### config.mk
export PLATFORM = sky130hd
export DESIGN_NAME = apcs_top
export DESIGN_NICKNAME = d
export VERILOG_FILES = /design/src/pkg/apcs_pkg.sv /design/src/rtl/apcs_timer.sv /design/src/rtl/apcs_top.sv
export SDC_FILE = /design/constraint.sdc
export NUM_CORES = 1
export LEC_CHECK = 0
export ABC_AREA = 0
export BUFFER_PORTS_ARGS = -buffer_cell sky130_fd_sc_hd__buf_4
export CAP_MARGIN = 15
export CORE_MARGIN = 2
export CORE_UTILIZATION = 64
export CTS_BUF_LIST = sky130_fd_sc_hd__clkbuf_16
export CTS_CLUSTER_SIZE = 25
export DETAILED_ROUTE_END_ITERATION = 8
export GPL_ROUTABILITY_DRIVEN = 1
export PLACE_DENSITY = 0.86
export SYNTH_ARGS = -nofsm -noshare
export SYNTH_HDL_FRONTEND = slang
export SYNTH_SLANG_ARGS = --single-unit
### constraint.sdc
create_clock -name clk_in -period 13.9 [get_ports clk_in]
set_input_delay 2.085 -clock clk_in [delete_from_list [all_inputs] [get_ports clk_in]]
set_output_delay 2.085 -clock clk_in [all_outputs]
set_load 0.05 [all_outputs]
### src/pkg/apcs_pkg.sv
/*
 * Shared constants and types for the converter power and calibration sequencer:
 * register offsets, field positions, reset values, state codes and delay counts.
 * Assumes a single clock domain and an SPI register port on the device pins.
 */
// What this block does
// - Power-down exit runs automatic core calibration.
// - Sleep exit never starts a calibration.
// - Mode changes leave configuration registers untouched.
// - Power-up: wait 8.4e6 samples, then calibrate.
// - Primary calibration lasts about 1.0e6 samples.
// - Calibration-done bit at 0x6c; host waits for it.
// - After secondary calibration, link initialization starts itself.
// - Power-down exit: wait 262e3, calibrate 1e6 samples.
// - Two's complement default, offset binary optional.
// - Subclass 1 deterministic latency, subclass 0 mostly.
// - One or two lanes, K value, optional scrambling.
// - Frame octets and density follow lane count; one sample per frame.
// - Offer D21.5, K28.5, ILA, PRBS, ramp; no RPAT/JSPAT.
// - No idle mode, transport tests or polarity inversion.
// - Accept periodic, pulsed or one-shot SYSREF.
// - Divider change re-initializes the serial link, except one made during sleep.
package apcs_pkg;

   // ****************************************************************
   // Register map (byte addresses on the SPI port).
   // ****************************************************************
   localparam logic [14:0] ADDR_POWER_MODE = 15'h0002;
   localparam logic [14:0] ADDR_CLOCK_DIVIDER = 15'h0013;
   localparam logic [14:0] ADDR_CAL_SETUP_A = 15'h0016;
   localparam logic [14:0] ADDR_CAL_SETUP_B = 15'h001e;
   localparam logic [14:0] ADDR_CAL_SETUP_C = 15'h0028;
   localparam logic [14:0] ADDR_LINK_FORMAT = 15'h0060;
   localparam logic [14:0] ADDR_LINK_FRAMES = 15'h0061;
   localparam logic [14:0] ADDR_LINK_STATUS = 15'h006c;

   // ****************************************************************
   // Reset values and field positions.
   // ****************************************************************
   localparam logic [7:0] RST_POWER_MODE = 8'h00;
   localparam logic [7:0] RST_CLOCK_DIVIDER = 8'h00;
   localparam logic [7:0] RST_CAL_SETUP = 8'h00;
   localparam logic [7:0] RST_LINK_FORMAT = 8'h08;
   localparam logic [7:0] RST_LINK_FRAMES = 8'h1f;
   localparam int FMT_OFFSET_BIN = 0;
   localparam int FMT_TWO_LANES = 1;
   localparam int FMT_SCRAMBLE = 2;
   localparam int FMT_SUBCLASS1 = 3;
   localparam int FMT_TEST_LSB = 4;
   localparam int STAT_CAL_DONE = 0;
   localparam int STAT_CAL_BUSY = 1;
   localparam int STAT_POWER_DOWN = 2;
   localparam int STAT_SLEEP = 3;

   // Power mode field codes in the low two bits; 2'b11 also means power-down.
   localparam logic [1:0] PM_NORMAL = 2'h0;
   localparam logic [1:0] PM_SLEEP = 2'h1;

   // Smallest frames-per-multiframe for one and two lanes.
   localparam logic [5:0] K_MIN_ONE_LANE = 6'h09;
   localparam logic [5:0] K_MIN_TWO_LANES = 6'h11;

   // ****************************************************************
   // Delays, in sampling clock cycles (one sample tick each).
   // ****************************************************************
   localparam logic [23:0] PWRUP_DELAY_SAMPLES = 24'd8400000;
   localparam logic [23:0] CAL_SAMPLES = 24'd1000000;
   localparam logic [23:0] PD_EXIT_SAMPLES = 24'd262000;
   localparam int SPI_FRAME_BITS = 24;
   localparam logic [4:0] SPI_LAST_BIT = 5'(SPI_FRAME_BITS - 1);
   localparam logic [4:0] SPI_ADDR_DONE = 5'd15;

   typedef enum logic [2:0] {
      ST_WAIT_SUPPLY = 3'b000,
      ST_PWRUP_DELAY = 3'b001,
      ST_CALIBRATE = 3'b010,
      ST_RUN = 3'b011,
      ST_POWER_DOWN = 3'b100,
      ST_SLEEP = 3'b101,
      ST_PD_EXIT = 3'b110
   } apcs_state_t;

   typedef enum logic [2:0] {
      TM_NORMAL = 3'b000,
      TM_D21_5 = 3'b001,
      TM_K28_5 = 3'b010,
      TM_ILA = 3'b011,
      TM_PRBS7 = 3'b100,
      TM_PRBS23 = 3'b101,
      TM_RAMP = 3'b110
   } apcs_test_mode_t;

   typedef struct packed {
      logic [15:0] chan_a;
      logic [15:0] chan_b;
   } apcs_sample_pair_t;

   typedef struct packed {
      logic two_lanes;
      logic [1:0] octets_per_frame;
      logic [1:0] samples_per_frame;
      logic high_density;
      logic [5:0] frames_per_multiframe;
      logic scramble;
      logic subclass1;
      apcs_test_mode_t test_mode;
   } apcs_link_cfg_t;

endpackage : apcs_pkg

### src/rtl/apcs_timer.sv
/*
 * Loadable down-counter that counts sample ticks and pulses when a delay ends.
 * Assumes the load value is at least one and that tick is a one-cycle strobe.
 */
`timescale 1ns/1ps
module apcs_timer (
   input wire logic clk_in,
   input wire logic reset_in,
   input wire logic load_in,
   input wire logic [23:0] count_in,
   input wire logic tick_in,
   output logic done_out
);
   import apcs_pkg::*;

   logic [23:0] remain;
   logic busy;

   // A fresh load overrides a countdown in progress, so a restarted phase never
   // inherits the tail of the previous one.
   always_ff @(posedge clk_in or posedge reset_in) begin
      if (reset_in) begin
         remain <= 24'h000000;
         busy <= 1'b0;
         done_out <= 1'b0;
      end else if (load_in) begin
         remain <= count_in;
         busy <= 1'b1;
         done_out <= 1'b0;
      end else if (busy && tick_in) begin
         remain <= remain - 24'h000001;
         busy <= (remain != 24'h000001);
         done_out <= (remain == 24'h000001);
      end else begin
         done_out <= 1'b0;
      end
   end

endmodule : apcs_timer

### src/rtl/apcs_top.sv
/*
 * Power-state and calibration sequencer for a dual-channel converter with a serial
 * link: SPI register file, power-up and power-down-exit calibration timing, sample
 * clock divider, output format, link configuration and multiframe alignment.
 * Assumes all pins, SPI included, are synchronous to clk_in, the device clock input.
 */
`timescale 1ns/1ps
module apcs_top #(
   parameter logic [23:0] PWRUP_DELAY_CYC = apcs_pkg::PWRUP_DELAY_SAMPLES,
   parameter logic [23:0] CAL_CYC = apcs_pkg::CAL_SAMPLES,
   parameter logic [23:0] PD_EXIT_CYC = apcs_pkg::PD_EXIT_SAMPLES
) (
   input wire logic clk_in,
   input wire logic reset_in,
   input wire logic supply_ok_in,
   input wire logic sysref_in,
   input wire logic spi_sclk_in,
   input wire logic spi_cs_n_in,
   input wire logic spi_sdi_in,
   input wire apcs_pkg::apcs_sample_pair_t samples_in,
   output logic spi_sdo_out,
   output logic spi_sdo_oe_out,
   output logic cal_done_out,
   output logic power_down_out,
   output logic sleep_out,
   output logic link_reinit_out,
   output logic lmfc_out,
   output apcs_pkg::apcs_sample_pair_t samples_out,
   output apcs_pkg::apcs_link_cfg_t link_cfg_out
);
   import apcs_pkg::*;

   // ****************************************************************
   // Declarations.
   // ****************************************************************
   logic [7:0] power_mode_control, input_clock_divider, link_format, link_frames, link_status;
   logic [7:0] calibration_setup_a, calibration_setup_b, calibration_setup_c, sdo_shift, wr_data;
   logic sclk_prev, sclk_rise, sclk_fall, read_active, wr_now, rd_now, div_changed, sample_tick;
   logic sysref_prev, sysref_rise, timer_load, timer_done, next_cal_done;
   logic [4:0] bit_cnt;
   logic [22:0] shift_in;
   logic [14:0] wr_addr, rd_addr;
   logic [2:0] div_cnt, div_last;
   apcs_state_t state, next_state;
   logic [23:0] timer_count;
   logic [5:0] k_value, frame_cnt;
   apcs_test_mode_t test_mode;

   // ****************************************************************
   // SPI slave: 24-bit frames, read flag, 15-bit address, 8-bit data.
   // ****************************************************************
   // Edges are only seen while the port is selected, so a stray clock with the
   // select high cannot shift in bits.
   assign sclk_rise = spi_sclk_in && !sclk_prev && !spi_cs_n_in;
   assign sclk_fall = !spi_sclk_in && sclk_prev && !spi_cs_n_in;
   assign wr_now = sclk_rise && (bit_cnt == SPI_LAST_BIT) && !shift_in[22];
   assign wr_addr = shift_in[21:7];
   assign wr_data = {shift_in[6:0], spi_sdi_in};
   assign rd_now = sclk_rise && (bit_cnt == SPI_ADDR_DONE) && shift_in[14];
   assign rd_addr = {shift_in[13:0], spi_sdi_in};

   // Bit counter and input shifter.
   always_ff @(posedge clk_in or posedge reset_in) begin
      if (reset_in) begin
         sclk_prev <= 1'b0;
         bit_cnt <= 5'h00;
         shift_in <= 23'h000000;
      end else begin
         sclk_prev <= spi_sclk_in;
         if (spi_cs_n_in) begin
            bit_cnt <= 5'h00;
         end else if (sclk_rise) begin
            shift_in <= {shift_in[21:0], spi_sdi_in};
            bit_cnt <= (bit_cnt == SPI_LAST_BIT) ? 5'h00 : bit_cnt + 5'h01;
         end
      end
   end

   // Read data is captured when the address completes and shifted out on falling
   // edges, so the host samples each bit on the following rising edge.
   always_ff @(posedge clk_in or posedge reset_in) begin
      if (reset_in) begin
         sdo_shift <= 8'h00;
         read_active <= 1'b0;
         spi_sdo_out <= 1'b0;
         spi_sdo_oe_out <= 1'b0;
      end else if (spi_cs_n_in) begin
         read_active <= 1'b0;
         spi_sdo_oe_out <= 1'b0;
      end else if (rd_now) begin
         sdo_shift <= read_reg(rd_addr);
         read_active <= 1'b1;
      end else if (sclk_fall && read_active) begin
         spi_sdo_out <= sdo_shift[7];
         spi_sdo_oe_out <= 1'b1;
         sdo_shift <= {sdo_shift[6:0], 1'b0};
      end
   end

   // Read multiplexer; unmapped addresses read as zero.
   function automatic logic [7:0] read_reg(input logic [14:0] addr);
      logic [7:0] value;
      value = 8'h00;
      unique case (addr)
         ADDR_POWER_MODE: value = power_mode_control;
         ADDR_CLOCK_DIVIDER: value = input_clock_divider;
         ADDR_CAL_SETUP_A: value = calibration_setup_a;
         ADDR_CAL_SETUP_B: value = calibration_setup_b;
         ADDR_CAL_SETUP_C: value = calibration_setup_c;
         ADDR_LINK_FORMAT: value = link_format;
         ADDR_LINK_FRAMES: value = link_frames;
         ADDR_LINK_STATUS: value = link_status;
         default: value = 8'h00;
      endcase
      return value;
   endfunction : read_reg

   // ****************************************************************
   // Configuration registers.
   // ****************************************************************
   // Only host writes touch these; power-down and sleep never reset them, so the
   // setup survives every mode change.
   always_ff @(posedge clk_in or posedge reset_in) begin
      if (reset_in) begin
         power_mode_control <= RST_POWER_MODE;
         input_clock_divider <= RST_CLOCK_DIVIDER;
         calibration_setup_a <= RST_CAL_SETUP;
         calibration_setup_b <= RST_CAL_SETUP;
         calibration_setup_c <= RST_CAL_SETUP;
         link_format <= RST_LINK_FORMAT;
         link_frames <= RST_LINK_FRAMES;
      end else if (wr_now) begin
         unique case (wr_addr)
            ADDR_POWER_MODE: power_mode_control <= wr_data;
            ADDR_CLOCK_DIVIDER: input_clock_divider <= wr_data;
            ADDR_CAL_SETUP_A: calibration_setup_a <= wr_data;
            ADDR_CAL_SETUP_B: calibration_setup_b <= wr_data;
            ADDR_CAL_SETUP_C: calibration_setup_c <= wr_data;
            ADDR_LINK_FORMAT: link_format <= wr_data;
            ADDR_LINK_FRAMES: link_frames <= wr_data;
            default: ;
         endcase
      end
   end

   // A divider write only counts as a change when the factor really differs.
   assign div_changed = wr_now && (wr_addr == ADDR_CLOCK_DIVIDER) && (wr_data[1:0] != input_clock_divider[1:0]);

   // ****************************************************************
   // Sample clock divider and SYSREF alignment.
   // ****************************************************************
   assign div_last = 3'((4'h1 << input_clock_divider[1:0]) - 4'h1);
   assign sysref_rise = sysref_in && !sysref_prev && link_format[FMT_SUBCLASS1];
   assign sample_tick = (div_cnt == div_last);

   // Any rising SYSREF edge realigns the sampling phase, whether the reference is
   // periodic, gapped or a single shot; subclass 0 ignores it.
   always_ff @(posedge clk_in or posedge reset_in) begin
      if (reset_in) begin
         sysref_prev <= 1'b0;
         div_cnt <= 3'h0;
      end else begin
         sysref_prev <= sysref_in;
         if (sysref_rise || sample_tick || div_cnt > div_last) begin
            div_cnt <= 3'h0;
         end else begin
            div_cnt <= div_cnt + 3'h1;
         end
      end
   end

   // ****************************************************************
   // Power and calibration sequencer.
   // ****************************************************************
   // Mode requests act only from run or the low-power states; one made during a timed phase waits for its end.
   always_comb begin
      next_state = state;
      unique case (state)
         ST_WAIT_SUPPLY: if (supply_ok_in) next_state = ST_PWRUP_DELAY;
         ST_PWRUP_DELAY: if (timer_done) next_state = ST_CALIBRATE;
         ST_CALIBRATE: if (timer_done) next_state = ST_RUN;
         ST_RUN: begin
            if (power_mode_control[1]) begin
               next_state = ST_POWER_DOWN;
            end else if (power_mode_control[1:0] == PM_SLEEP) begin
               next_state = ST_SLEEP;
            end
         end
         ST_POWER_DOWN: if (power_mode_control[1:0] == PM_NORMAL) next_state = ST_PD_EXIT;
         ST_PD_EXIT: if (timer_done) next_state = ST_CALIBRATE;
         ST_SLEEP: begin
            if (power_mode_control[1]) begin
               next_state = ST_POWER_DOWN;
            end else if (power_mode_control[1:0] == PM_NORMAL) begin
               next_state = ST_RUN;
            end
         end
         default: next_state = ST_WAIT_SUPPLY;
      endcase
   end

   // The timer is loaded on entry to each timed phase with that phase's length.
   always_comb begin
      timer_load = (next_state != state);
      timer_count = CAL_CYC;
      unique case (next_state)
         ST_PWRUP_DELAY: timer_count = PWRUP_DELAY_CYC;
         ST_PD_EXIT: timer_count = PD_EXIT_CYC;
         ST_CALIBRATE: timer_count = CAL_CYC;
         default: timer_load = 1'b0;
      endcase
   end

   // The done flag falls as soon as a calibration becomes pending and rises only
   // when the calibration phase ends; sleep keeps it.
   always_comb begin
      next_cal_done = cal_done_out;
      if (state == ST_CALIBRATE && timer_done) begin
         next_cal_done = 1'b1;
      end else if (next_state == ST_PWRUP_DELAY || next_state == ST_POWER_DOWN) begin
         next_cal_done = 1'b0;
      end
   end

   apcs_timer u_timer (
      .clk_in(clk_in),
      .reset_in(reset_in),
      .load_in(timer_load),
      .count_in(timer_count),
      .tick_in(sample_tick),
      .done_out(timer_done)
   );

   // State register and the flags that mirror it.
   always_ff @(posedge clk_in or posedge reset_in) begin
      if (reset_in) begin
         state <= ST_WAIT_SUPPLY;
         cal_done_out <= 1'b0;
         power_down_out <= 1'b0;
         sleep_out <= 1'b0;
      end else begin
         state <= next_state;
         cal_done_out <= next_cal_done;
         power_down_out <= (next_state == ST_POWER_DOWN);
         sleep_out <= (next_state == ST_SLEEP);
      end
   end

   // Link start-up follows every calibration without host help; a divider change while running restarts it,
   // and changes made while powered down are covered by the calibration that follows.
   always_ff @(posedge clk_in or posedge reset_in) begin
      if (reset_in) begin
         link_reinit_out <= 1'b0;
      end else begin
         link_reinit_out <= (state == ST_CALIBRATE && timer_done) || (state == ST_RUN && div_changed);
      end
   end

   // Status register image.
   assign link_status = {4'h0, sleep_out, power_down_out,
                         (state == ST_CALIBRATE || state == ST_PWRUP_DELAY || state == ST_PD_EXIT), cal_done_out};

   // ****************************************************************
   // Link configuration.
   // ****************************************************************
   // Unsupported pattern codes fall back to normal data, so no other test
   // sequence can ever be selected.
   always_comb begin
      unique case (link_format[FMT_TEST_LSB +: 3])
         3'b001: test_mode = TM_D21_5;
         3'b010: test_mode = TM_K28_5;
         3'b011: test_mode = TM_ILA;
         3'b100: test_mode = TM_PRBS7;
         3'b101: test_mode = TM_PRBS23;
         3'b110: test_mode = TM_RAMP;
         default: test_mode = TM_NORMAL;
      endcase
   end

   // K is clamped to the smallest legal value for the lane count.
   always_comb begin
      k_value = 6'({1'b0, link_frames[4:0]} + 6'h01);
      if (link_format[FMT_TWO_LANES] && k_value < K_MIN_TWO_LANES) begin
         k_value = K_MIN_TWO_LANES;
      end else if (!link_format[FMT_TWO_LANES] && k_value < K_MIN_ONE_LANE) begin
         k_value = K_MIN_ONE_LANE;
      end
   end

   // Frame layout follows the lane count alone; K, scrambling, subclass and test mode come from the registers.
   always_ff @(posedge clk_in or posedge reset_in) begin
      if (reset_in) begin
         link_cfg_out <= '0;
      end else begin
         link_cfg_out.two_lanes <= link_format[FMT_TWO_LANES];
         link_cfg_out.octets_per_frame <= link_format[FMT_TWO_LANES] ? 2'h1 : 2'h2;
         link_cfg_out.samples_per_frame <= 2'h1;
         link_cfg_out.high_density <= link_format[FMT_TWO_LANES];
         link_cfg_out.frames_per_multiframe <= k_value;
         link_cfg_out.scramble <= link_format[FMT_SCRAMBLE];
         link_cfg_out.subclass1 <= link_format[FMT_SUBCLASS1];
         link_cfg_out.test_mode <= test_mode;
      end
   end

   // ****************************************************************
   // Multiframe clock and sample formatting.
   // ****************************************************************
   // One frame per sample; a SYSREF edge restarts the multiframe so the latency
   // is fixed in subclass 1.
   always_ff @(posedge clk_in or posedge reset_in) begin
      if (reset_in) begin
         frame_cnt <= 6'h00;
         lmfc_out <= 1'b0;
      end else if (sysref_rise) begin
         frame_cnt <= 6'h00;
         lmfc_out <= 1'b1;
      end else if (sample_tick) begin
         frame_cnt <= (frame_cnt >= k_value - 6'h01) ? 6'h00 : frame_cnt + 6'h01;
         lmfc_out <= (frame_cnt >= k_value - 6'h01);
      end else begin
         lmfc_out <= 1'b0;
      end
   end

   // Offset binary is two's complement with the sign bit inverted, applied before framing; zero unless running.
   always_ff @(posedge clk_in or posedge reset_in) begin
      if (reset_in) begin
         samples_out <= '0;
      end else if (state != ST_RUN) begin
         samples_out <= '0;
      end else if (sample_tick) begin
         samples_out.chan_a <= samples_in.chan_a ^ {link_format[FMT_OFFSET_BIN], 15'h0000};
         samples_out.chan_b <= samples_in.chan_b ^ {link_format[FMT_OFFSET_BIN], 15'h0000};
      end
   end

endmodule : apcs_top

# --- Word level (Yosys, flattened, before mapping) ---
# Cells that the tools add are included.
totals:
  regBits: 187
  in_bits: 39
  wordCells: 188
op_classes:
  n_reduce_logical: 53
  n_lt_le_gt_ge: 4
  mux: 42
  add_sub_neg: 7
  eq_ne: 42
  bitwise_logic: 4
  n_shift: 1
ops:
  columns: ["op", "count"]
  rows:
  - ["equality test 15 x 5 -> 1 bit, second input constant", 6]
  - ["equality test 15 x 7 -> 1 bit, second input constant", 5]
  - ["two-way mux 32 bit", 2]
  - ["one-hot mux 8 bit (8 select lines)", 1]
  - ["two-way mux 24 bit", 2]
  - ["one-hot mux 24 bit (2 select lines)", 1]
  - ["one-hot mux 3 bit (6 select lines)", 2]
  - ["bitwise XOR 16 bit", 2]
  - ["equality test 15 x 2 -> 1 bit, second input constant", 2]
  - ["equality test 15 x 6 -> 1 bit, second input constant", 2]
  - ["two-way mux 6 bit", 5]
  - ["equality test 3 bit, second input constant", 9]
  - ["two-way mux 3 bit", 9]
  - ["equality test 24 x 1 -> 1 bit, second input constant", 1]
  - ["inequality test 24 x 1 -> 1 bit, second input constant", 1]
  - ["subtractor 24 x 1 -> 24 bit, second input constant", 1]
  - ["AND reduction 2 bit", 10]
  - ["logical AND 1 bit", 18]
  - ["two-way mux 8 bit", 2]
  - ["nonzero test 2 bit", 8]
  - ["equality test 3 x 2 -> 1 bit, second input constant", 5]
  - ["two-way mux 5 bit", 3]
  - ["two-way mux 1 bit", 14]
  - ["equality test 3 x 1 -> 1 bit, second input constant", 3]
  - ["other kinds (28)", 39]

# --- Depth between registers and ports, before layout ---
# Gate-level depths: netlist of run 1.
depth:
  word_depth: 10
  depth_mapped: 17

# --- By module ---
# Synthesis of run 1 repeated with hierarchy kept, for this count alone.
hier_totals:
  hier_cells: 891
  area_unflattened_um2: 9210.1
by_module_without_submodules:
  columns: ["mod", "area_per_inst_um2", "n_inst", "cells_each"]
  rows:
  - ["apcs_top", 7711.1, 1, 727]
  - ["apcs_timer", 1498.9, 1, 164]

# --- Least setup slack after synthesis of run 1 ---
# No wires, ideal clock.
synth_timing:
  path_kind: "input to register"
  startpoint: "input port spi_cs_n_in"
  endpoint: "register link_frames[5]"
  path_stages: 7
  setup_time_ns: 0.125
  arrival_time_ns: 3.655
  path_buffers: 2
  setup_slack_ns: 10.121
  cell_sequence: "clkbuf_1 nor3b_2 nand2_1 nor2_1 and4b_1 clkbuf_1 mux2_2"
synth_between:
  elab_chain_len: 5
synth_lines:
  columns: ["element", "line_no", "source"]
  rows:
  - ["start: declaration", "apcs_top.sv:18", "input wire logic spi_cs_n_in,"]
  - ["zero test 1 bit", "apcs_top.sv:54", "assign sclk_rise = spi_sclk_in && !sclk_prev && !spi_cs_n_in;"]
  - ["logical AND 1 bit", "apcs_top.sv:54", null]
  - ["logical AND 1 bit (2 in a row)", "apcs_top.sv:56", "assign wr_now = sclk_rise && (bit_cnt == SPI_LAST_BIT) && !shift_in[22];"]
  - ["AND reduction 2 bit (no source line)", null, null]
  - ["end signal: assignment", "apcs_top.sv:140", "ADDR_LINK_FRAMES: link_frames <= wr_data;"]
  - ["end: declaration", "apcs_top.sv:36", "logic [7:0] power_mode_control, input_clock_divider, link_format, link_frames, link_status;"]
# Every way passes these cells.
# A chain may end at the register's enable or synchronous reset.

# --- Worst setup path after layout of run 1 ---
layout_timing:
  startpoint: "input port spi_sclk_in"
  endpoint: "register link_format[4]"
layout_between:
  elab_chain_len: 5
layout_lines:
  columns: ["element", "line_no", "source"]
  rows:
  - ["start: declaration", "apcs_top.sv:17", "input wire logic spi_sclk_in,"]
  - ["logical AND 1 bit (2 in a row)", "apcs_top.sv:54", null]
  - ["logical AND 1 bit (2 in a row)", "apcs_top.sv:56", null]
  - ["AND reduction 2 bit (no source line)", null, null]
  - ["end signal: assignment", "apcs_top.sv:139", "ADDR_LINK_FORMAT: link_format <= wr_data;"]
  - ["end: declaration", "apcs_top.sv:36", null]
# Every way passes these cells.

==> results.json, run 1 <==
{
  "syn_avg_cell_area_sq_um": 10.3,
  "drv_slew": 0,
  "crit_family": "simple AND/OR/NAND/NOR gates",
  "p_int_w": 0.000918,
  "p_leak_nw": 4.93,
  "power_frac_comb_pct": 7.4,
  "cp_slowest_stage_delay_ps": 690,
  "ys_seq_elements": 186,
  "async_flop_share_pct": 100,
  "post-route-drc-count": 0,
  "worst_ir_drop_vdd_uv": 77.0,
  "synth_ff_type": "dfrtp_1",
  "synth_nets": 935,
  "cp_max_fo": 25,
  "wl_um": 21600,
  "drt_iter0_drc": 683,
  "cap_violations": 0,
  "yosysWarnings": 0,
  "power_switching_w": 0.000295,
  "grt_antenna_before_repair": 0,
  "grt_pass1_wl_um": 34500,
  "crit_chain": "buf_4, nor2b_1, nand2b_1, nor2_1, nand4_1, nor3_2, mux2_2",
  "start_kind": "input pin",
  "status": "completed",
  "coreArea_sq_um": 13800,
  "tightestPinTransition_ps": 1050,
  "p_sw_share_pct": 24.3,
  "cp_num_cells": 7,
  "slew-limit-headroom_pct": 30.1,
  "hold_depth": 0,
  "ios": 95,
  "syn_area_sq_um": 9050,
  "cts_buffers": 17,
  "port_buffers": 93,
  "crit_buf_inv": 1,
  "seqPwrFrac_pct": 48.2,
  "overflow": 0,
  "rows": 43,
  "cts_sinks": 186,
  "rsz0062_at_grt": "false",
  "min_path_type": "reg2reg",
  "setup_tns_ps": 0,
  "cts_root_buf": "clkbuf_16",
  "placed_area_sq_um": 9820,
  "antenna_left": 0,
  "clkPwrFrac_pct": 44.3,
  "drt-wirelength-per-cell_um": 18.9,
  "nNetsFinal": 1006,
  "slowest_stage": "nor3_2",
  "finalInstanceArea_sq_um": 10500,
  "seq_area_frac_synth_pct": 51.5,
  "synth_cells": 879,
  "dieArea_sq_um": 15100,
  "layout-drive-gt1-share_pct": 22.3,
  "cp-end-kind": "flop",
  "yosysUniqueCellTypes": 73,
  "fin_crit_sh_pct": 29.8,
  "hold_buffers": 0,
  "clk_pin_slew_worst_paths_ps": 70,
  "clock_skew_ps": 9.49,
  "post_cts_buffers": 0,
  "mostFrequentLayoutCells": "dfrtp_1, nand2_1, buf_4",
  "ctsHtreeMaxLevel": 4,
  "cts_tree": "built",
  "place_hpwl_um": 13800,
  "vias_per_cell": 6.25,
  "fin_crit_ps": 4140,
  "holdWs_ps": 438,
  "setup-violations-final": 0,
  "grt_pass1_vias": 6934,
  "n_antenna_cell": 0,
  "die_h_um": 123,
  "final_common_cell": "dfrtp_1",
  "cts_buffer_depth": 2,
  "required_ps": 14220,
  "grt_max_degree": 113,
  "firstDrtPassIters": 5,
  "crit_type": "in2reg",
  "post_cts_resize_count": 0,
  "arrival_ps": 4460,
  "grt_usage_pct": 29.7,
  "clock.fmax_ghz": 0.241,
  "clk_latency_ps": 440,
  "vias": 7144,
  "synth_edf_count": 0,
  "dp_cells": 1111,
  "initial_core_util_pct": 65.5,
  "reg2regPathDepth": 16,
  "final_cells": 1143,
  "die_x_um": 123,
  "gp_congestion": 0.895,
  "hold_viol": 0,
  "synthToLayoutAreaGrowth_pct": 15.7,
  "powerDensity_nw_per_um2": 116
}
-- routing by layer --
metal / up-vias / routed length (um) / global-route usage [%]
li1: 3243 / - / -
met1: 3532 / 8780 / 38.7
met2: 303 / 10800 / 48.6
met3: 66 / 1450 / 5.86
met4: 0 / 601 / 12.7
met5: - / 0 / 0
-- Yosys cell counts (all sizes together) (12+ instances only) --
cell,n,area share (%)
a21oi,41,2.3
xnor2,23,2.2
and3,15,1.0
nor2,41,1.7
nand3,17,0.94
mux2i,16,1.8
ha,17,2.3
nor4,20,2.2
xor2,12,1.2
o21ai,29,1.6
dfrtp,180,50
inv,20,0.83
mux2,61,7.6
nor3,26,1.5
clkbuf,38,1.6
nand2,171,7.1
-- state kept, by name (all words and copies together) (netlist names), 5 cells and up --
name and flops:
samples_out 32, u_timer.remain 24, shift_in 23, link_cfg_out 14, calibration_setup_a 8, calibration_setup_b 8
calibration_setup_c 8, input_clock_divider 8, link_format 8, link_frames 8, power_mode_control 8, sdo_shift 8
frame_cnt 6, bit_cnt 5
-- final cells by class --
cell class / instances / area (sq um)
Tap cell: 180 / 225
Timing Repair Buffer: 100 / 751
Clock inverter: 15 / 229
Sequential cell: 186 / 4660
Clock buffer: 17 / 425
Multi-Input combinational cell: 625 / 4100
Fill cell: 887 / 3350
Inverter: 20 / 80.1
-- power groups by stage --
stage          sequential [W]  combinational [W]  clock, W
2_1_floorplan        0.000573          0.0000809         0
5_1_grt              0.000586          0.0000996  0.000565
3_5_place_dp         0.000592          0.0000887         0
6_report             0.000585          0.0000903  0.000538
3_3_place_gp         0.000591          0.0000859         0
4_1_cts              0.000583          0.0000895  0.000543
-- path summary, 6_finish.rpt --
check | end | from | slack (ps)
max | link_format[4] | spi_sclk_in | 9760
min | link_cfg_out[3] | link_format[3] | 440
max reg2reg | frame_cnt[5] | link_frames[0] | 9940
min reg2reg | link_cfg_out[3] | link_format[3] | 440
max in group asynchronous | shift_in[17] | reset_in | 10550
min in group asynchronous | link_cfg_out[12] | reset_in | 1860
-- stage by stage --
step | power, W | utilization, % | setup slack, ps
6_report | 0.00121 | 75.8 | 9760
5_1_grt | 0.00125 | 75.8 | 9450
4_1_cts | 0.00122 | 75.8 | 9800
3_5_place_dp | 0.000681 | 71.0 | 9340
3_3_place_gp | 0.000677 | 71.0 | 9410
2_1_floorplan | 0.000654 | - | 6770
-- kinds of logic (layout without fill, tap and decap cells) --
| logic type | after synthesis | count (layout) | share of synthesized area (%) |
|---|---|---|---|
| compound gates | 144 | 144 | 10.6 |
| xor+xnor | 35 | 35 | 3.39 |
| fa+ha+maj | 17 | 17 | 2.35 |
| buf+inv | 68 | 152 | 3.17 |
| flops | 186 | 186 | 51.5 |
| mux | 77 | 77 | 9.36 |
| other cells | 2 | 2 | 0.0830 |
| simple gates | 350 | 350 | 19.5 |
Note: power is estimated with default switching activity, not from simulation.
==> run 2: changes to the inputs <==
Settings changed: CORE_UTILIZATION 64 to 59, PLACE_DENSITY 0.86 to 0.8.
Clock period 13.9 ns to 4.3 ns, I/O delays scaled along.
==> results.json, run 2 (same netlist as run 1, synthesis figures left out) <==
{
  "status": "completed",
  "rsz0062_at_grt": "false",
  "cts_sinks": 186,
  "wl_um": 20200,
  "clock.fmax_ghz": 0.271,
  "clk_latency_ps": 430,
  "nNetsFinal": 1008,
  "top_layer_used": "met4",
  "cp_slowest_stage_delay_ps": 590,
  "cts_root_buf": "clkbuf_16",
  "powerDensity_nw_per_um2": 353,
  "crit_type": "reg2reg",
  "ios": 95,
  "rows": 45,
  "cts_tree": "built",
  "rr_endpoint": "frame_cnt[5]",
  "drt-wirelength-per-cell_um": 17.5,
  "reg2regPathDepth": 15,
  "largest_reg_flops": 32,
  "cp-end-kind": "flop",
  "post_cts_resize_count": 0,
  "grt_pass1_wl_um": 34200,
  "power.total_w": 0.00368,
  "slowest_stage": "dfstp_2",
  "firstDrtPassIters": 5,
  "die_x_um": 128,
  "setup_tns_ps": 0,
  "cts_buffers": 17,
  "post_cts_buffers": 0,
  "placed_area_sq_um": 9870,
  "min_path_type": "in2async",
  "initial_core_util_pct": 60.0,
  "fin_crit_sh_pct": 85.8,
  "gp_congestion": 0.829,
  "crit_buf_inv": 1,
  "grt_max_degree": 89,
  "fin_util_pct": 69.1,
  "cap_violations": 0,
  "vias": 6936,
  "crit_family": "compound AO/OA/AOI/OAI gates",
  "reg2reg_slack_ps": 610,
  "cp_max_fo": 8,
  "grt_pass1_vias": 6811,
  "drt_iter0_drc": 648,
  "worst_ir_drop_vdd_uv": 265,
  "final_common_cell": "dfrtp_1",
  "layout-drive-gt1-share_pct": 22.4,
  "port_buffers": 93,
  "coreArea_sq_um": 15100,
  "rr_startpoint": "link_frames[2]",
  "crit_chain": "and3_1, a21oi_1, xnor2_1, a211oi_1, nand2b_1, inv_1, ha_1, nor3b_1, xnor2_1, ha_1, a21o_1, a21oi_1, o21a_1, nand2_1, o311ai_0",
  "synthToLayoutAreaGrowth_pct": 15.3,
  "drv_slew": 0,
  "fin_crit_ps": 3690,
  "wl_met3_um": 1090,
  "wl_met2_um": 9600,
  "cts_buffer_depth": 2,
  "die_h_um": 128,
  "overflow": 0,
  "arrival_ps": 4000,
  "mostFrequentLayoutCells": "dfrtp_1, nand2_1, buf_4",
  "finalInstanceArea_sq_um": 10400,
  "clock_skew_ps": 10.9,
  "post-route-drc-count": 0,
  "required_ps": 4610,
  "hold_viol": 0,
  "grt_antenna_before_repair": 0,
  "wirelength_met1_um": 8960,
  "slew-limit-headroom_pct": 30.8,
  "hold_buffers": 0,
  "grt_usage_pct": 26.1,
  "n_antenna_cell": 0,
  "ctsHtreeMaxLevel": 4,
  "start_kind": "flop",
  "p_leak_nw": 4.91,
  "antenna_left": 0,
  "place_hpwl_um": 13500,
  "top_register": "samples_out",
  "dieArea_sq_um": 16300,
  "vias_per_cell": 6.02,
  "nFillCells": 1131,
  "top_regs": "samples_out: 32 flops, u_timer.remain: 24 flops, shift_in: 23 flops",
  "clk_pin_slew_worst_paths_ps": 70,
  "setup-violations-final": 0,
  "tightestPinTransition_ps": 1030
}
==> run 2: cell types whose count changed in the layout (fill, tap and decap cells not counted), sizes merged <==
cell | before | now
bufinv | 6 | 2
clkinvlp | 2 | 4
buf | 100 | 102
inv | 20 | 22
==> run 2: layer usage <==
layer	track usage, %	vias to the layer above
met5	0	-
met4	9.95	0
met3	4.80	49
met2	41.1	220
met1	36.5	3417
li1	-	3250
==> run 2: report_power, final <==
group / switching [W] / internal (W) / total (W) / leakage, nW
Combinational: 0.000191 / 0.000103 / 0.000293 / 2.15
Clock: 0.000657 / 0.000845 / 0.00150 / 0.277
Sequential: 0.0000988 / 0.00179 / 0.00189 / 2.49
Total: 0.000946 / 0.00274 / 0.00368 / 4.91
==> run 2: final cells by class <==
cell class              instances  area (sq um)  share of cell area (%)
multi-input cells             625          4100                    39.3
clock buffers                  17           425                    4.08
well taps                     188           235                    2.25
clock inverters                15           138                    1.32
repair buffers                102           791                    7.58
flip-flops and latches        186          4660                    44.7
inverters                      20          78.8                   0.756
==> run 2: per-stage QoR <==
| stage | std cells | setup WS [ps] | hold slack, ps |
|---|---|---|---|
| 2_1_floorplan | 879 | 700 | 371 |
| 3_3_place_gp | 1121 | 722 | 417 |
| 3_5_place_dp | 1121 | 631 | 435 |
| 4_1_cts | 1153 | 605 | 288 |
| 5_1_grt | 1153 | 165 | 319 |
| 6_report | 1153 | 610 | 282 |
==> run 2: worst max-delay path by stage <==
stage / start / end / slack [ps] / depth (start not counted)
after CTS: link_frames[2] / frame_cnt[5] / 600 / 15
after global placement: link_frames[0] / frame_cnt[5] / 720 / 16
after global routing: link_frames[2] / frame_cnt[5] / 160 / 15
after detailed placement: link_frames[0] / frame_cnt[5] / 630 / 16
final: link_frames[2] / frame_cnt[5] / 610 / 15
after floorplan: link_frames[2] / frame_cnt[5] / 700 / 17
==> run 3: changes to the inputs <==
Settings changed: CTS_CLUSTER_SIZE 25 to 24, SYNTH_HIERARCHICAL from default to 1.
==> results.json, run 3 <==
{
  "rr_startpoint": "link_frames[0]",
  "start_kind": "flop",
  "power_frac_comb_pct": 10.9,
  "yosysUniqueCellTypes": 78,
  "rsz0062_at_grt": "false",
  "ios": 95,
  "seq_area_frac_synth_pct": 50.6,
  "layout-drive-gt1-share_pct": 23.4,
  "endpoint": "frame_cnt[5]",
  "min_path_type": "in2reg",
  "worst_ir_drop_vdd_uv": 305,
  "yosysWarnings": 6,
  "synthTopCellsByArea": "dfrtp_1, mux2_2, nand2_1",
  "p_sw_share_pct": 28.3,
  "yosysTopAreaCellShare_pct": 48.9,
  "ys_top_cells_by_count": "dfrtp_1, nand2_1, mux2_2",
  "slowest_stage": "dfstp_2",
  "fin_util_pct": 69.2,
  "required_ps": 4640,
  "synth_edf_count": 0,
  "top_register": "samples_out",
  "post_cts_resize_count": 0,
  "setup_tns_ps": 0,
  "yosysMostFrequentCell": "dfrtp_1",
  "p_int_w": 0.00269,
  "final_cells": 1166,
  "top_regs": "samples_out: 32 flops, u_timer/remain: 24 flops, shift_in: 23 flops",
  "grt_pass1_vias": 6626,
  "crit_type": "reg2reg",
  "slew-limit-headroom_pct": 33.8,
  "drt-wirelength-per-cell_um": 17.3,
  "reg2reg_slack_ps": 680,
  "grt_antenna_before_repair": 0,
  "clock_skew_ps": 11.9,
  "grt_max_degree": 161,
  "nNetsFinal": 1022,
  "async_flop_share_pct": 100,
  "fin_crit_ps": 3620,
  "powerDensity_nw_per_um2": 357,
  "largest_reg_flops": 32,
  "gp_congestion": 0.911,
  "clk_latency_ps": 430,
  "drv_slew": 0,
  "fin_crit_sh_pct": 84.1,
  "vias": 6936,
  "seqPwrFrac_pct": 53.2,
  "vias_per_cell": 5.95,
  "post_cts_buffers": 0,
  "hold_viol": 0,
  "port_buffers": 93,
  "wl_um": 20100,
  "ys_seq_elements": 186,
  "mostFrequentLayoutCells": "dfrtp_1, nand2_1, buf_4",
  "n_antenna_cell": 0,
  "rr_endpoint": "frame_cnt[5]",
  "synthToLayoutAreaGrowth_pct": 14.2,
  "tightestPinTransition_ps": 993,
  "cp_slowest_stage_delay_ps": 590,
  "hold_buffers": 0,
  "cp-end-kind": "flop",
  "syn_avg_cell_area_sq_um": 10.3,
  "power.total_w": 0.00376,
  "cts_buffers": 17,
  "cts_buffer_depth": 2,
  "p_leak_nw": 4.68,
  "status": "completed",
  "clk_pin_slew_worst_paths_ps": 60,
  "yosys.area.top_type": "dfrtp_1",
  "arrival_ps": 3960,
  "crit_chain": "ha_1, and4b_1, nor3_1, a31oi_1, a21oi_1, nand2b_1, ha_1, nand3_1, xor2_1, ha_1, a21o_1, a211oi_1, o21a_1, a31oi_1, a31oi_1",
  "dieArea_sq_um": 16600,
  "dp_cells": 1135,
  "cts_sinks": 186,
  "cts_tree": "built",
  "drt_iter0_drc": 611,
  "power_switching_w": 0.00106,
  "die_x_um": 129,
  "reg2regPathDepth": 15,
  "crit_start": "link_frames[0]",
  "place_hpwl_um": 13500,
  "overflow": 0,
  "coreArea_sq_um": 15200,
  "setup-violations-final": 0,
  "grt_pass1_wl_um": 33300,
  "synth_ff_type": "dfrtp_1",
  "syn_area_sq_um": 9210,
  "cp_max_fo": 9,
  "ctsHtreeMaxLevel": 4,
  "die_h_um": 129,
  "initial_core_util_pct": 60.6,
  "clock.fmax_ghz": 0.276,
  "rows": 45,
  "firstDrtPassIters": 5,
  "cts_root_buf": "clkbuf_16",
  "cap_violations": 0,
  "synth_cells": 891,
  "grt_usage_pct": 25.2,
  "antenna_left": 0,
  "post-route-drc-count": 0,
  "clkPwrFrac_pct": 35.9,
  "final_common_cell": "dfrtp_1"
}
==> run 3: cell count changes after synthesis, moves of 8 or more <==
cell,previous run,this run
o21ai_0,27,36
nand3_1,17,25
nor3_1,25,16
a21oi_1,41,49
or4_1,2,10
mux2_4,0,8
xnor2_1,23,10
a31oi_1,6,16
mux2i_1,16,3
nand2_1,171,132
==> run 3: area by class of cell <==
type / instances / area, sq um
Clock buffer: 17 / 425
Timing Repair Buffer: 101 / 771
Clock inverter: 14 / 68.8
Multi-Input combinational cell: 630 / 4240
Tap cell: 188 / 235
Inverter: 30 / 116
Sequential cell: 186 / 4660
Fill cell: 1160 / 4690
==> run 3: cells by family after synthesis <==
kind of cell / synth area share, %
xor+xnor: 2.38
simple gates: 19.1
mux: 9.94
other cells: 0.0815
flops: 50.6
buf+inv: 3.74
compound gates: 11.8
fa+ha+maj: 2.31
==> run 3: metrics by stage <==
stage	hold slack, ps	worst slack (ps)	instance area (sq um)
after floorplan	371	969	9240
after global routing	321	310	10500
after CTS	324	671	10500
after detailed placement	401	687	10000
final	339	682	10500
after global placement	388	862	10000
==> run 3: power by group through the flow <==
stage	Clock, W	Sequential, W	Combinational [W]
global route	0.00144	0.00202	0.000443
finish	0.00135	0.00200	0.000408
CTS	0.00137	0.00199	0.000401
floorplan	0	0.00190	0.000398
detailed placement	0	0.00202	0.000399
global placement	0	0.00202	0.000394
==> run 3: metal layers <==
metal,vias to the layer above,share of wire (%),GRT usage [%]
li1,3317,-,-
met1,3423,45,36.3
met2,168,49,39.2
met3,28,4.3,5.36
met4,0,1.6,6.71
met5,-,0,0
==> run 3: worst min-delay path by stage <==
stage / from / to / slack [ps] / cells past startpoint
3_5_place_dp: link_format[2] / link_cfg_out[4] / 400 / 0
2_1_floorplan: link_format[2] / link_cfg_out[4] / 370 / 0
4_1_cts: sysref_in / sysref_prev / 320 / 1
3_3_place_gp: link_format[2] / link_cfg_out[4] / 390 / 0
5_1_grt: sysref_in / sysref_prev / 320 / 1
6_report: sysref_in / sysref_prev / 340 / 1
==> run 3: worst max-delay path, delay by kind of cell, from the launching register on <==
kind / cells / cell delay [ps]
AO/OA/AOI/OAI: 7 / 1360
adder cells (fa/ha/maj): 3 / 800
AND/OR/NAND/NOR: 4 / 620
flip-flops: 1 / 590
XOR/XNOR: 1 / 160
